==> src/rtl/slmon_pkg.sv <==
// Constants and types shared by the signalling link error monitor.
package slmon_pkg;
  localparam int CLK_KHZ = 10000;
  localparam logic [7:0] REG_CTRL = 8'h00;
  localparam logic [7:0] REG_STATUS = 8'h04;
  localparam logic [7:0] REG_CONG = 8'h08;
  localparam int CTRL_PCR = 0;
  localparam int CTRL_HIGH = 1;
  localparam int CTRL_EMERG = 2;
  localparam int CTRL_INSERV = 3;
  localparam int CTRL_ALIGN = 4;
  localparam logic [2:0] CTRL_RST = 3'h2;
  localparam logic [15:0] CONG_RST = 16'h2040;
  localparam logic [6:0] UNIT_ERROR_RATE_MONITOR_T_HIGH = 7'h40;
  localparam logic [6:0] UNIT_ERROR_RATE_MONITOR_T_LOW = 7'h20;
  localparam logic [8:0] LEAK_D = 9'h100;
  localparam logic [8:0] OCTET_N = 9'h010;
  localparam logic [2:0] AERM_TIN = 3'h4;
  localparam logic [2:0] AERM_TIE = 3'h1;
  localparam logic [2:0] ABORT_M = 3'h5;
  localparam logic [5:0] LI_ONE = 6'h01;
  localparam logic [5:0] LI_TWO = 6'h02;

  typedef enum logic [2:0] {
    ST_O = 3'b000, ST_N = 3'b001, ST_E = 3'b010, ST_OS = 3'b011,
    ST_PO = 3'b100, ST_B = 3'b101, ST_SP6 = 3'b110, ST_SP7 = 3'b111
  } slmon_status_t;

  typedef enum logic [2:0] {
    TX_IDLE = 3'b000, TX_FLAG = 3'b001, TX_FISU = 3'b010, TX_NEW = 3'b011,
    TX_UNACK = 3'b100, TX_NACK = 3'b101, TX_LSSU = 3'b110, TX_REPEAT = 3'b111
  } slmon_tx_sel_t;

  typedef enum logic [1:0] {
    PRV_IDLE = 2'b00, PRV_RUN = 2'b01, PRV_ABORT = 2'b10, PRV_OOS = 2'b11
  } slmon_prv_t;

  typedef struct packed {
    logic valid;
    logic [5:0] li;
    logic [15:0] sf;
  } slmon_lssu_t;

  typedef struct packed {
    logic lssu;
    logic repeat_msu;
    logic nack_msu;
    logic new_msu;
    logic unacked_msu;
    logic fisu;
    logic flags_only;
    logic silent;
  } slmon_tx_req_t;

  typedef struct packed {
    logic [5:0] spare_hi;
    slmon_status_t last;
    logic [2:0] aborts;
    logic [2:0] aerm;
    logic octet_mode;
    logic busy_pend;
    logic remote_busy;
    logic congested;
    logic oos;
    logic link_fail;
    logic excess;
    logic [2:0] spare_lo;
    logic [6:0] unit_error_rate_monitor;
  } slmon_stat_reg_t;
endpackage

==> src/rtl/slmon_step.sv <==
// Event divider that pulses once every programmed number of events.
`timescale 1ns/1ns
module slmon_step import slmon_pkg::*; #(
  parameter int W = 9
) (
  input wire logic i_sys_clk,
  input wire logic i_resetn,
  input wire logic i_clear,
  input wire logic i_event,
  input wire logic [W-1:0] i_step,
  output logic o_tick
);
  logic [W-1:0] cnt;
  logic [W-1:0] next_cnt;
  logic next_tick;

  always_comb begin
    next_cnt = cnt;
    next_tick = 1'b0;
    if (i_clear) begin
      next_cnt = '0;
    end else if (i_event) begin
      if (cnt == i_step - W'(1)) begin
        next_cnt = '0;
        next_tick = 1'b1;
      end else begin
        next_cnt = cnt + W'(1);
      end
    end
  end

  always_ff @(posedge i_sys_clk or negedge i_resetn) begin
    if (!i_resetn) begin
      cnt <= '0;
      o_tick <= 1'b0;
    end else begin
      cnt <= next_cnt;
      o_tick <= next_tick;
    end
  end
endmodule

==> src/rtl/slmon_top.sv <==
// Signalling link error monitor, congestion handling and transmit selector.
//
// Chosen here: the address map and the APB interface to the registers.
`timescale 1ns/1ns
module slmon_top import slmon_pkg::*; #(
  parameter int BUSY_REPEAT_MS = 100,
  parameter int CONG_SUP_MS = 3000,
  parameter int UNIT_LIMIT = 127,
  parameter int OCTET_LIMIT = 4096
) (
  input wire logic i_sys_clk,
  input wire logic i_resetn,
  input wire logic i_psel,
  input wire logic i_penable,
  input wire logic i_pwrite,
  input wire logic [7:0] i_paddr,
  input wire logic [31:0] i_pwdata,
  output logic [31:0] o_prdata,
  output logic o_pready,
  output logic o_pslverr,
  input wire logic i_su_good,
  input wire logic i_su_error,
  input wire logic i_octet,
  input wire logic i_loss_align,
  input wire logic i_proving_enter,
  input wire logic i_period_expired,
  input wire slmon_lssu_t i_lssu,
  input wire logic i_ack_valid,
  input wire logic i_ack_positive,
  input wire logic i_ack_covers,
  input wire logic [7:0] i_rx_fill,
  input wire logic i_tx_slot,
  input wire slmon_tx_req_t i_tx_req,
  input wire logic [15:0] i_rtb_units,
  input wire logic [15:0] i_rtb_octets,
  output slmon_tx_sel_t o_tx_sel,
  output logic o_excess_error,
  output logic o_link_fail,
  output logic o_out_of_service,
  output logic o_proving_abort,
  output logic o_proving_restart,
  output logic o_proving_ok,
  output slmon_status_t o_rx_status,
  output logic o_rx_status_valid,
  output logic o_congested
);
  localparam int BUSY_CYC = (BUSY_REPEAT_MS * CLK_KHZ < 1) ? 1 : BUSY_REPEAT_MS * CLK_KHZ;
  localparam int SUP_CYC = (CONG_SUP_MS * CLK_KHZ < 1) ? 1 : CONG_SUP_MS * CLK_KHZ;

  logic [2:0] ctrl, next_ctrl;
  logic [15:0] cong_cfg, next_cong_cfg;
  logic [31:0] next_prdata;
  logic next_pready, next_pslverr;
  logic octet_mode, next_octet_mode;
  logic [6:0] unit_error_rate_monitor_cnt, next_unit_error_rate_monitor_cnt;
  logic next_excess;
  slmon_prv_t prv_state, next_prv_state;
  logic [2:0] aerm_cnt, next_aerm_cnt;
  logic [2:0] abort_cnt, next_abort_cnt;
  logic bad_status, next_bad_status;
  logic next_abort, next_restart, next_ok, next_oos;
  slmon_status_t next_rx_status;
  logic next_rx_valid;
  logic next_congested;
  logic [31:0] busy_tmr, next_busy_tmr;
  logic busy_pend, next_busy_pend;
  logic sup_run, next_sup_run;
  logic [31:0] sup_tmr, next_sup_tmr;
  logic next_link_fail;
  slmon_tx_sel_t next_tx_sel;
  logic setup, wr_en, inserv, align, oct_tick, leak_tick, inc, lssu_ok, lssu_want, forced;
  logic [6:0] unit_error_rate_monitor_thr;
  logic [2:0] ti;
  slmon_stat_reg_t stat;
  slmon_status_t dec_status;

  assign setup = i_psel && !i_penable;
  assign wr_en = i_psel && i_penable && o_pready && i_pwrite && !o_pslverr;
  assign inserv = wr_en && i_paddr == REG_CTRL && i_pwdata[CTRL_INSERV];
  assign align = wr_en && i_paddr == REG_CTRL && i_pwdata[CTRL_ALIGN];
  assign unit_error_rate_monitor_thr = ctrl[CTRL_HIGH] ? UNIT_ERROR_RATE_MONITOR_T_HIGH : UNIT_ERROR_RATE_MONITOR_T_LOW;
  assign ti = ctrl[CTRL_EMERG] ? AERM_TIE : AERM_TIN;
  assign inc = octet_mode ? oct_tick : i_su_error;
  assign dec_status = slmon_status_t'(i_lssu.sf[2:0]);
  assign lssu_ok = i_lssu.valid && (i_lssu.li == LI_ONE || i_lssu.li == LI_TWO);
  assign lssu_want = i_tx_req.lssu || busy_pend;
  assign forced = i_tx_req.unacked_msu && (i_rtb_units > 16'(UNIT_LIMIT) ||
                  i_rtb_octets > 16'(OCTET_LIMIT));

  always_comb begin
    stat = '0;
    stat.unit_error_rate_monitor = unit_error_rate_monitor_cnt;
    stat.excess = o_excess_error;
    stat.link_fail = o_link_fail;
    stat.oos = o_out_of_service;
    stat.congested = o_congested;
    stat.remote_busy = sup_run;
    stat.busy_pend = busy_pend;
    stat.octet_mode = octet_mode;
    stat.aerm = aerm_cnt;
    stat.aborts = abort_cnt;
    stat.last = o_rx_status;
  end

  slmon_step #(.W(9)) u_octet_step (
    .i_sys_clk(i_sys_clk),
    .i_resetn(i_resetn),
    .i_clear(!octet_mode),
    .i_event(i_octet),
    .i_step(OCTET_N),
    .o_tick(oct_tick)
  );

  slmon_step #(.W(9)) u_leak_step (
    .i_sys_clk(i_sys_clk),
    .i_resetn(i_resetn),
    .i_clear(inserv),
    .i_event(i_su_good || i_su_error),
    .i_step(LEAK_D),
    .o_tick(leak_tick)
  );

  always_comb begin
    next_ctrl = ctrl;
    next_cong_cfg = cong_cfg;
    next_pready = setup;
    next_pslverr = 1'b0;
    next_prdata = '0;
    if (setup) begin
      unique case (i_paddr)
        REG_CTRL: next_prdata = {29'h0000_0000, ctrl};
        REG_STATUS: next_prdata = stat;
        REG_CONG: next_prdata = {16'h0000, cong_cfg};
        default: next_pslverr = 1'b1;
      endcase
    end
    if (wr_en && i_paddr == REG_CTRL) begin
      next_ctrl = i_pwdata[2:0];
    end
    if (wr_en && i_paddr == REG_CONG) begin
      next_cong_cfg = i_pwdata[15:0];
    end
  end

  always_comb begin
    next_octet_mode = octet_mode;
    if (i_su_good) begin
      next_octet_mode = 1'b0;
    end
    if (i_loss_align) begin
      next_octet_mode = 1'b1;
    end
    next_unit_error_rate_monitor_cnt = unit_error_rate_monitor_cnt;
    next_excess = o_excess_error;
    if (inserv) begin
      next_unit_error_rate_monitor_cnt = '0;
      next_excess = 1'b0;
    end else begin
      if (inc && !leak_tick && unit_error_rate_monitor_cnt < unit_error_rate_monitor_thr) begin
        next_unit_error_rate_monitor_cnt = unit_error_rate_monitor_cnt + 7'h01;
      end else if (leak_tick && !inc && unit_error_rate_monitor_cnt != 7'h00) begin
        next_unit_error_rate_monitor_cnt = unit_error_rate_monitor_cnt - 7'h01;
      end
      if (next_unit_error_rate_monitor_cnt >= unit_error_rate_monitor_thr) begin
        next_excess = 1'b1;
      end
    end
  end

  always_comb begin
    next_prv_state = prv_state;
    next_aerm_cnt = aerm_cnt;
    next_abort_cnt = abort_cnt;
    next_bad_status = bad_status;
    next_oos = o_out_of_service;
    next_abort = 1'b0;
    next_restart = 1'b0;
    next_ok = 1'b0;
    unique case (prv_state)
      PRV_IDLE: begin
        if (i_proving_enter) begin
          next_prv_state = PRV_RUN;
          next_aerm_cnt = '0;
          next_bad_status = 1'b0;
        end
      end
      PRV_RUN: begin
        if (inc) begin
          next_aerm_cnt = aerm_cnt + 3'h1;
        end
        if (lssu_ok && (dec_status == ST_O || dec_status == ST_OS)) begin
          next_bad_status = 1'b1;
        end
        if (i_proving_enter) begin
          next_aerm_cnt = '0;
          next_bad_status = 1'b0;
        end else if (next_aerm_cnt >= ti) begin
          next_abort = 1'b1;
          next_abort_cnt = abort_cnt + 3'h1;
          if (abort_cnt + 3'h1 == ABORT_M) begin
            next_prv_state = PRV_OOS;
            next_oos = 1'b1;
          end else begin
            next_prv_state = PRV_ABORT;
          end
        end else if (i_period_expired) begin
          next_ok = !next_bad_status && !o_excess_error;
          next_prv_state = PRV_IDLE;
        end
      end
      PRV_ABORT: begin
        if (i_su_good || i_period_expired) begin
          next_restart = 1'b1;
          next_prv_state = PRV_RUN;
          next_aerm_cnt = '0;
          next_bad_status = 1'b0;
        end
      end
      PRV_OOS: begin
        next_prv_state = PRV_OOS;
      end
    endcase
    if (align) begin
      next_prv_state = PRV_IDLE;
      next_abort_cnt = '0;
      next_oos = 1'b0;
    end
  end

  always_comb begin
    next_rx_status = o_rx_status;
    next_rx_valid = lssu_ok;
    if (lssu_ok) begin
      next_rx_status = dec_status;
    end
    next_sup_run = sup_run;
    next_sup_tmr = sup_tmr;
    next_link_fail = o_link_fail && !align;
    if (sup_run) begin
      if (sup_tmr == 32'h0000_0000) begin
        next_sup_run = 1'b0;
        next_link_fail = 1'b1;
      end else begin
        next_sup_tmr = sup_tmr - 32'h0000_0001;
      end
    end
    if (i_ack_valid && (ctrl[CTRL_PCR] ? i_ack_positive : i_ack_covers)) begin
      next_sup_run = 1'b0;
    end
    if (lssu_ok && dec_status == ST_B && !sup_run) begin
      next_sup_run = 1'b1;
      next_sup_tmr = 32'(SUP_CYC - 1);
    end
  end

  always_comb begin
    next_congested = o_congested;
    next_busy_tmr = busy_tmr;
    next_busy_pend = busy_pend;
    next_tx_sel = o_tx_sel;
    if (!o_congested && i_rx_fill >= cong_cfg[7:0]) begin
      next_congested = 1'b1;
    end else if (o_congested && i_rx_fill <= cong_cfg[15:8]) begin
      next_congested = 1'b0;
    end
    if (i_tx_slot) begin
      if (i_tx_req.silent) begin
        next_tx_sel = TX_IDLE;
      end else if (i_tx_req.flags_only) begin
        next_tx_sel = TX_FLAG;
      end else if (lssu_want) begin
        next_tx_sel = TX_LSSU;
        next_busy_pend = 1'b0;
      end else if (ctrl[CTRL_PCR]) begin
        if (forced) begin
          next_tx_sel = TX_UNACK;
        end else if (i_tx_req.new_msu) begin
          next_tx_sel = TX_NEW;
        end else if (i_tx_req.unacked_msu) begin
          next_tx_sel = TX_UNACK;
        end else if (i_tx_req.fisu) begin
          next_tx_sel = TX_FISU;
        end else begin
          next_tx_sel = TX_FLAG;
        end
      end else if (i_tx_req.repeat_msu) begin
        next_tx_sel = TX_REPEAT;
      end else if (i_tx_req.nack_msu) begin
        next_tx_sel = TX_NACK;
      end else if (i_tx_req.new_msu) begin
        next_tx_sel = TX_NEW;
      end else if (i_tx_req.fisu) begin
        next_tx_sel = TX_FISU;
      end else begin
        next_tx_sel = TX_FLAG;
      end
    end
    if (!o_congested && next_congested) begin
      next_busy_pend = 1'b1;
      next_busy_tmr = 32'(BUSY_CYC - 1);
    end else if (o_congested && !next_congested) begin
      next_busy_pend = 1'b0;
    end else if (o_congested) begin
      if (busy_tmr == 32'h0000_0000) begin
        next_busy_pend = 1'b1;
        next_busy_tmr = 32'(BUSY_CYC - 1);
      end else begin
        next_busy_tmr = busy_tmr - 32'h0000_0001;
      end
    end
  end

  always_ff @(posedge i_sys_clk or negedge i_resetn) begin
    if (!i_resetn) begin
      ctrl <= CTRL_RST;
      cong_cfg <= CONG_RST;
      o_prdata <= '0;
      o_pready <= 1'b0;
      o_pslverr <= 1'b0;
      octet_mode <= 1'b0;
      unit_error_rate_monitor_cnt <= '0;
      o_excess_error <= 1'b0;
      prv_state <= PRV_IDLE;
      aerm_cnt <= '0;
      abort_cnt <= '0;
      bad_status <= 1'b0;
      o_out_of_service <= 1'b0;
      o_proving_abort <= 1'b0;
      o_proving_restart <= 1'b0;
      o_proving_ok <= 1'b0;
      o_rx_status <= ST_O;
      o_rx_status_valid <= 1'b0;
      sup_run <= 1'b0;
      sup_tmr <= '0;
      o_link_fail <= 1'b0;
      o_congested <= 1'b0;
      busy_tmr <= '0;
      busy_pend <= 1'b0;
      o_tx_sel <= TX_IDLE;
    end else begin
      ctrl <= next_ctrl;
      cong_cfg <= next_cong_cfg;
      o_prdata <= next_prdata;
      o_pready <= next_pready;
      o_pslverr <= next_pslverr;
      octet_mode <= next_octet_mode;
      unit_error_rate_monitor_cnt <= next_unit_error_rate_monitor_cnt;
      o_excess_error <= next_excess;
      prv_state <= next_prv_state;
      aerm_cnt <= next_aerm_cnt;
      abort_cnt <= next_abort_cnt;
      bad_status <= next_bad_status;
      o_out_of_service <= next_oos;
      o_proving_abort <= next_abort;
      o_proving_restart <= next_restart;
      o_proving_ok <= next_ok;
      o_rx_status <= next_rx_status;
      o_rx_status_valid <= next_rx_valid;
      sup_run <= next_sup_run;
      sup_tmr <= next_sup_tmr;
      o_link_fail <= next_link_fail;
      o_congested <= next_congested;
      busy_tmr <= next_busy_tmr;
      busy_pend <= next_busy_pend;
      o_tx_sel <= next_tx_sel;
    end
  end
endmodule
==> config.mk <==
export PLATFORM = sky130hd
export DESIGN_NAME = slmon_top
export DESIGN_NICKNAME = d
export VERILOG_FILES = /design/src/rtl/slmon_pkg.sv /design/src/rtl/slmon_step.sv /design/src/rtl/slmon_top.sv
export SDC_FILE = /design/constraint.sdc
export NUM_CORES = 1
export LEC_CHECK = 0
export BUFFER_PORTS_ARGS = -buffer_cell sky130_fd_sc_hd__buf_2
export CORE_ASPECT_RATIO = 1.2
export CORE_MARGIN = 2
export CORE_UTILIZATION = 49
export CTS_CLUSTER_DIAMETER = 40
export DETAILED_ROUTE_END_ITERATION = 10
export GPL_ROUTABILITY_DRIVEN = 0
export PLACE_DENSITY = 0.72
export SYNTH_ARGS = -nofsm -noshare
export SYNTH_HDL_FRONTEND = slang
export SYNTH_SLANG_ARGS = --single-unit
==> constraint.sdc <==
create_clock -name i_sys_clk -period 3.9 [get_ports i_sys_clk]
set_input_delay 0.975 -clock i_sys_clk [delete_from_list [all_inputs] [get_ports i_sys_clk]]
set_output_delay 0.975 -clock i_sys_clk [all_outputs]
set_load 0.02 [all_outputs]
==> impl_metrics.toml <==
[outcome]
status = "finished clean"

[logic_synthesis]
synth.distinct_cells = 69
yosys_warnings = 0
ys_seq_area_share_pct = 46.47
netlist_instances = 912
yosys-top-cells-area = "dfrtp_1 46%, ha_1 4.5%, nor2_1 3.2%, mux2_2 2.9%, a21oi_1 2.4%"
synthTopCellsByCount = "161 x dfrtp_1, 76 x nor2_1, 52 x nand2_1, 48 x inv_1, 43 x a21oi_1"
synth_ff_type = "dfrtp_1"
synth_async_sr_flop_share_pct = 100.0
synthesis.area_sq_um = 8840
yosys.area.top_type_share_pct = 45.58
yosysTopAreaCell = "dfrtp_1"
avgSynthCellArea_sq_um = 9.693
ys_ff_latch = 164
synth_most_common_cell = "dfrtp_1"
synth_edf_count = 0

[critical_path]
crit_family = "simple AND/OR/NAND/NOR gates"
slowest_delay_ns = 0.75
crit_top_cell = "or4_1"
arrival_ns = 3.39
critical_path_class = "reg2reg"
cp-start-kind = "register"
worst-path-buf-inv = 1
required_ns = 4.24
endpoint_kind = "register"
crit_path_max_fanout = 16
critPathSlowestCell = "or4_1"
crit_chain = "or4_4 -> or4_1 -> or4_1 -> buf_4 -> and4_1 -> a211oi_1"

[routing]
vias_per_cell = 5.930
initialDrtViolationCount = 519
firstDrtPassIters = 6
wl_met2_mm = 10.48
wl_met1_mm = 9.751
postRouteWirelength_mm = 21.61
topRoutingLayerUsed = "met4"
wl_met3_mm = 1.059
vias = 7585
post-route-drc-count = 0
postRouteAntennaNets = 0
wl_per_cell_um = 16.89

[floorplan]
core.rowCount = 53
ioPinCount = 174
die_h_um = 151.1
die_x_um = 126.6
dieArea_sq_um = 19140
core_area_sq_um = 17570
initial_core_util_pct = 50.30

[global_routing]
grt_use_total_pct = 23.11
grt_max_degree = 77
first_global_vias = 7243
grt_pass1_wl_mm = 35.70
grt-ovfl-total = 0
antenna_found_initial = 0

[cts]
post_cts_buffers = 0
ctsLongestPathBuffers = 2
postCtsHoldBufs = 0
post_cts_resized = 0
clk_latency_ns = 0.43
numClockSinks = 164
cts_buffers = 17
htreeDepth = 4
cts_tree = "done"
cts-root-buf = "clkbuf_16"
clk_pin_slew_worst_paths_ns = 0.07

[placement]
port_buffers = 131
place_ws_ns = 0.6606
hpwl_mm = 15.25

[hold_path]
hold_class = "in2async"

[cells_and_area]
area_growth_pct = 17.66
antenna_cells = 0
fillers = 1541
finalNetCount = 1204
drive_above_1_share_pct = 21.25
final_util_pct = 59.19

[timing]
clock_skew_ns = 0.008352
setup_viol_count_final = 0
tightestPinTransition_ns = 0.8234
min_period_ns = 3.044
hold_viol_final = 0
tns_ns = 0
rsz0062_at_grt = "no"
layout_setup_ws_ns = 0.8562
period_share_pct = 78.05
fmax_mhz = 328.5
slew_viol_final = 0
slew_headroom_pct = 44.90

[power]
p_comb_share_pct = 18.8
vdd_drop_max_mv = 0.3954
seq_power_share_pct = 44.0
internal-power_mw = 3.283
powerDensity_nw_per_um2 = 456.0
p_sw_mw = 1.459
p_leak_nw = 4.741
switching_share_pct = 30.77
clkPwrFrac_pct = 37.3

[job]
max-cap-violations = 0
==> flip-flops by register name (all words and copies together), names as in the netlist, 2 cells and up <==
register and flops:
aerm_cnt 3, unit_error_rate_monitor_cnt 7, u_leak_step.cnt 9, u_octet_step.cnt 9, busy_tmr 32, prv_state 2
ctrl 3, sup_tmr 32, cong_cfg 16, o_tx_sel 3, o_prdata 26, o_rx_status 3
abort_cnt 3
==> power groups by stage <==
stage / clock network [mW] / registers, mW / logic [mW]
floorplan: 0 / 2.06 / 0.600
global placement: 0 / 2.10 / 0.862
detailed placement: 0 / 2.11 / 0.885
CTS: 1.79 / 2.08 / 0.891
global route: 1.86 / 2.11 / 0.999
finish: 1.77 / 2.09 / 0.889
==> logic make-up (layout without fill, tap and decap cells) <==
kind of cell    Yosys count  in the layout  share of synthesized area [%]
compound gates          202            202                          15.53
xor+xnor                 19             19                          1.883
fa+ha+maj                32             32                          4.529
buf+inv                  89            231                          4.119
flops                   164            164                          46.47
mux                      36             36                          4.402
other cells               1              6                        0.04242
simple gates            369            369                          23.03
==> per-stage QoR <==
stage                     hold slack, ns  total power [mW]  instances  instance area (sq um)
after floorplan                   0.4416             2.664        917                   8859
after global placement            0.4746             2.965       1247                   9781
after detailed placement          0.4839             2.994       1247                   9781
after CTS                         0.4835             4.764       1279                  10400
after global routing              0.5061             4.971       1279                  10400
final                             0.4771             4.743       1279                  10400
==> layout by cell type, fill, tap and decap left out, types with 5 or more instances in the layout <==
| cell type | Yosys | routed |
|---|---|---|
| o22ai_1 | 6 | 6 |
| and3_1 | 33 | 33 |
| buf_2 | 2 | 130 |
| nand2b_1 | 6 | 6 |
| or3_1 | 27 | 27 |
| nor4_1 | 22 | 21 |
| o41ai_1 | 7 | 7 |
| o211ai_1 | 13 | 13 |
| a21o_1 | 7 | 7 |
| and4_1 | 5 | 5 |
| a21oi_1 | 43 | 43 |
| a22oi_1 | 12 | 12 |
| nor2b_1 | 9 | 9 |
| a211oi_1 | 8 | 8 |
| o21a_1 | 6 | 6 |
| inv_1 | 48 | 48 |
| ha_1 | 32 | 32 |
| or4_1 | 21 | 21 |
| conb_1 | 1 | 6 |
| nand4_1 | 18 | 18 |
| nand2_1 | 52 | 52 |
| a31oi_1 | 27 | 27 |
| xor2_1 | 11 | 11 |
| clkbuf_16 | 0 | 17 |
| nor3_1 | 33 | 33 |
| buf_4 | 7 | 19 |
| or2_2 | 9 | 9 |
| o21ai_0 | 24 | 24 |
| o31ai_1 | 11 | 11 |
| mux2_2 | 23 | 23 |
| nor2_1 | 76 | 76 |
| nand4b_1 | 6 | 6 |
| xnor2_1 | 8 | 8 |
| nand3_1 | 28 | 28 |
| mux2i_1 | 13 | 13 |
| dfrtp_1 | 161 | 161 |
==> layer usage <==
layer	track usage, %	up-vias
li1	-	3690
met1	31.09	3680
met2	38.37	196
met3	3.992	19
met4	7.198	0
met5	0	-
==> path summary, 6_finish.rpt <==
kind | start | endpoint | slack, ns | cells after the start
setup / recovery | busy_tmr[16] | busy_tmr[19] | 0.86 | 6
hold / removal | i_resetn | sup_tmr[19] | 0.48 | 1
setup reg to reg | busy_tmr[16] | busy_tmr[19] | 0.86 | 6
hold reg to reg | sup_tmr[30] | sup_tmr[30] | 0.50 | 1
max in group asynchronous | i_resetn | ctrl[1] | 2.53 | 2
min in group i_sys_clk | sup_tmr[30] | sup_tmr[30] | 0.50 | 1
==> final cells by class <==
cell class	instances	area, sq um	share of cell area (%)
Sequential cell	164	4108	39.49
Clock inverter	10	146.4	1.407
Timing Repair Buffer	151	824.5	7.927
Tap cell	220	275.3	2.646
Inverter	48	180.2	1.732
Clock buffer	22	474.2	4.559
Multi-Input combinational cell	664	4393	42.24
(Power assumes the default switching activity.)
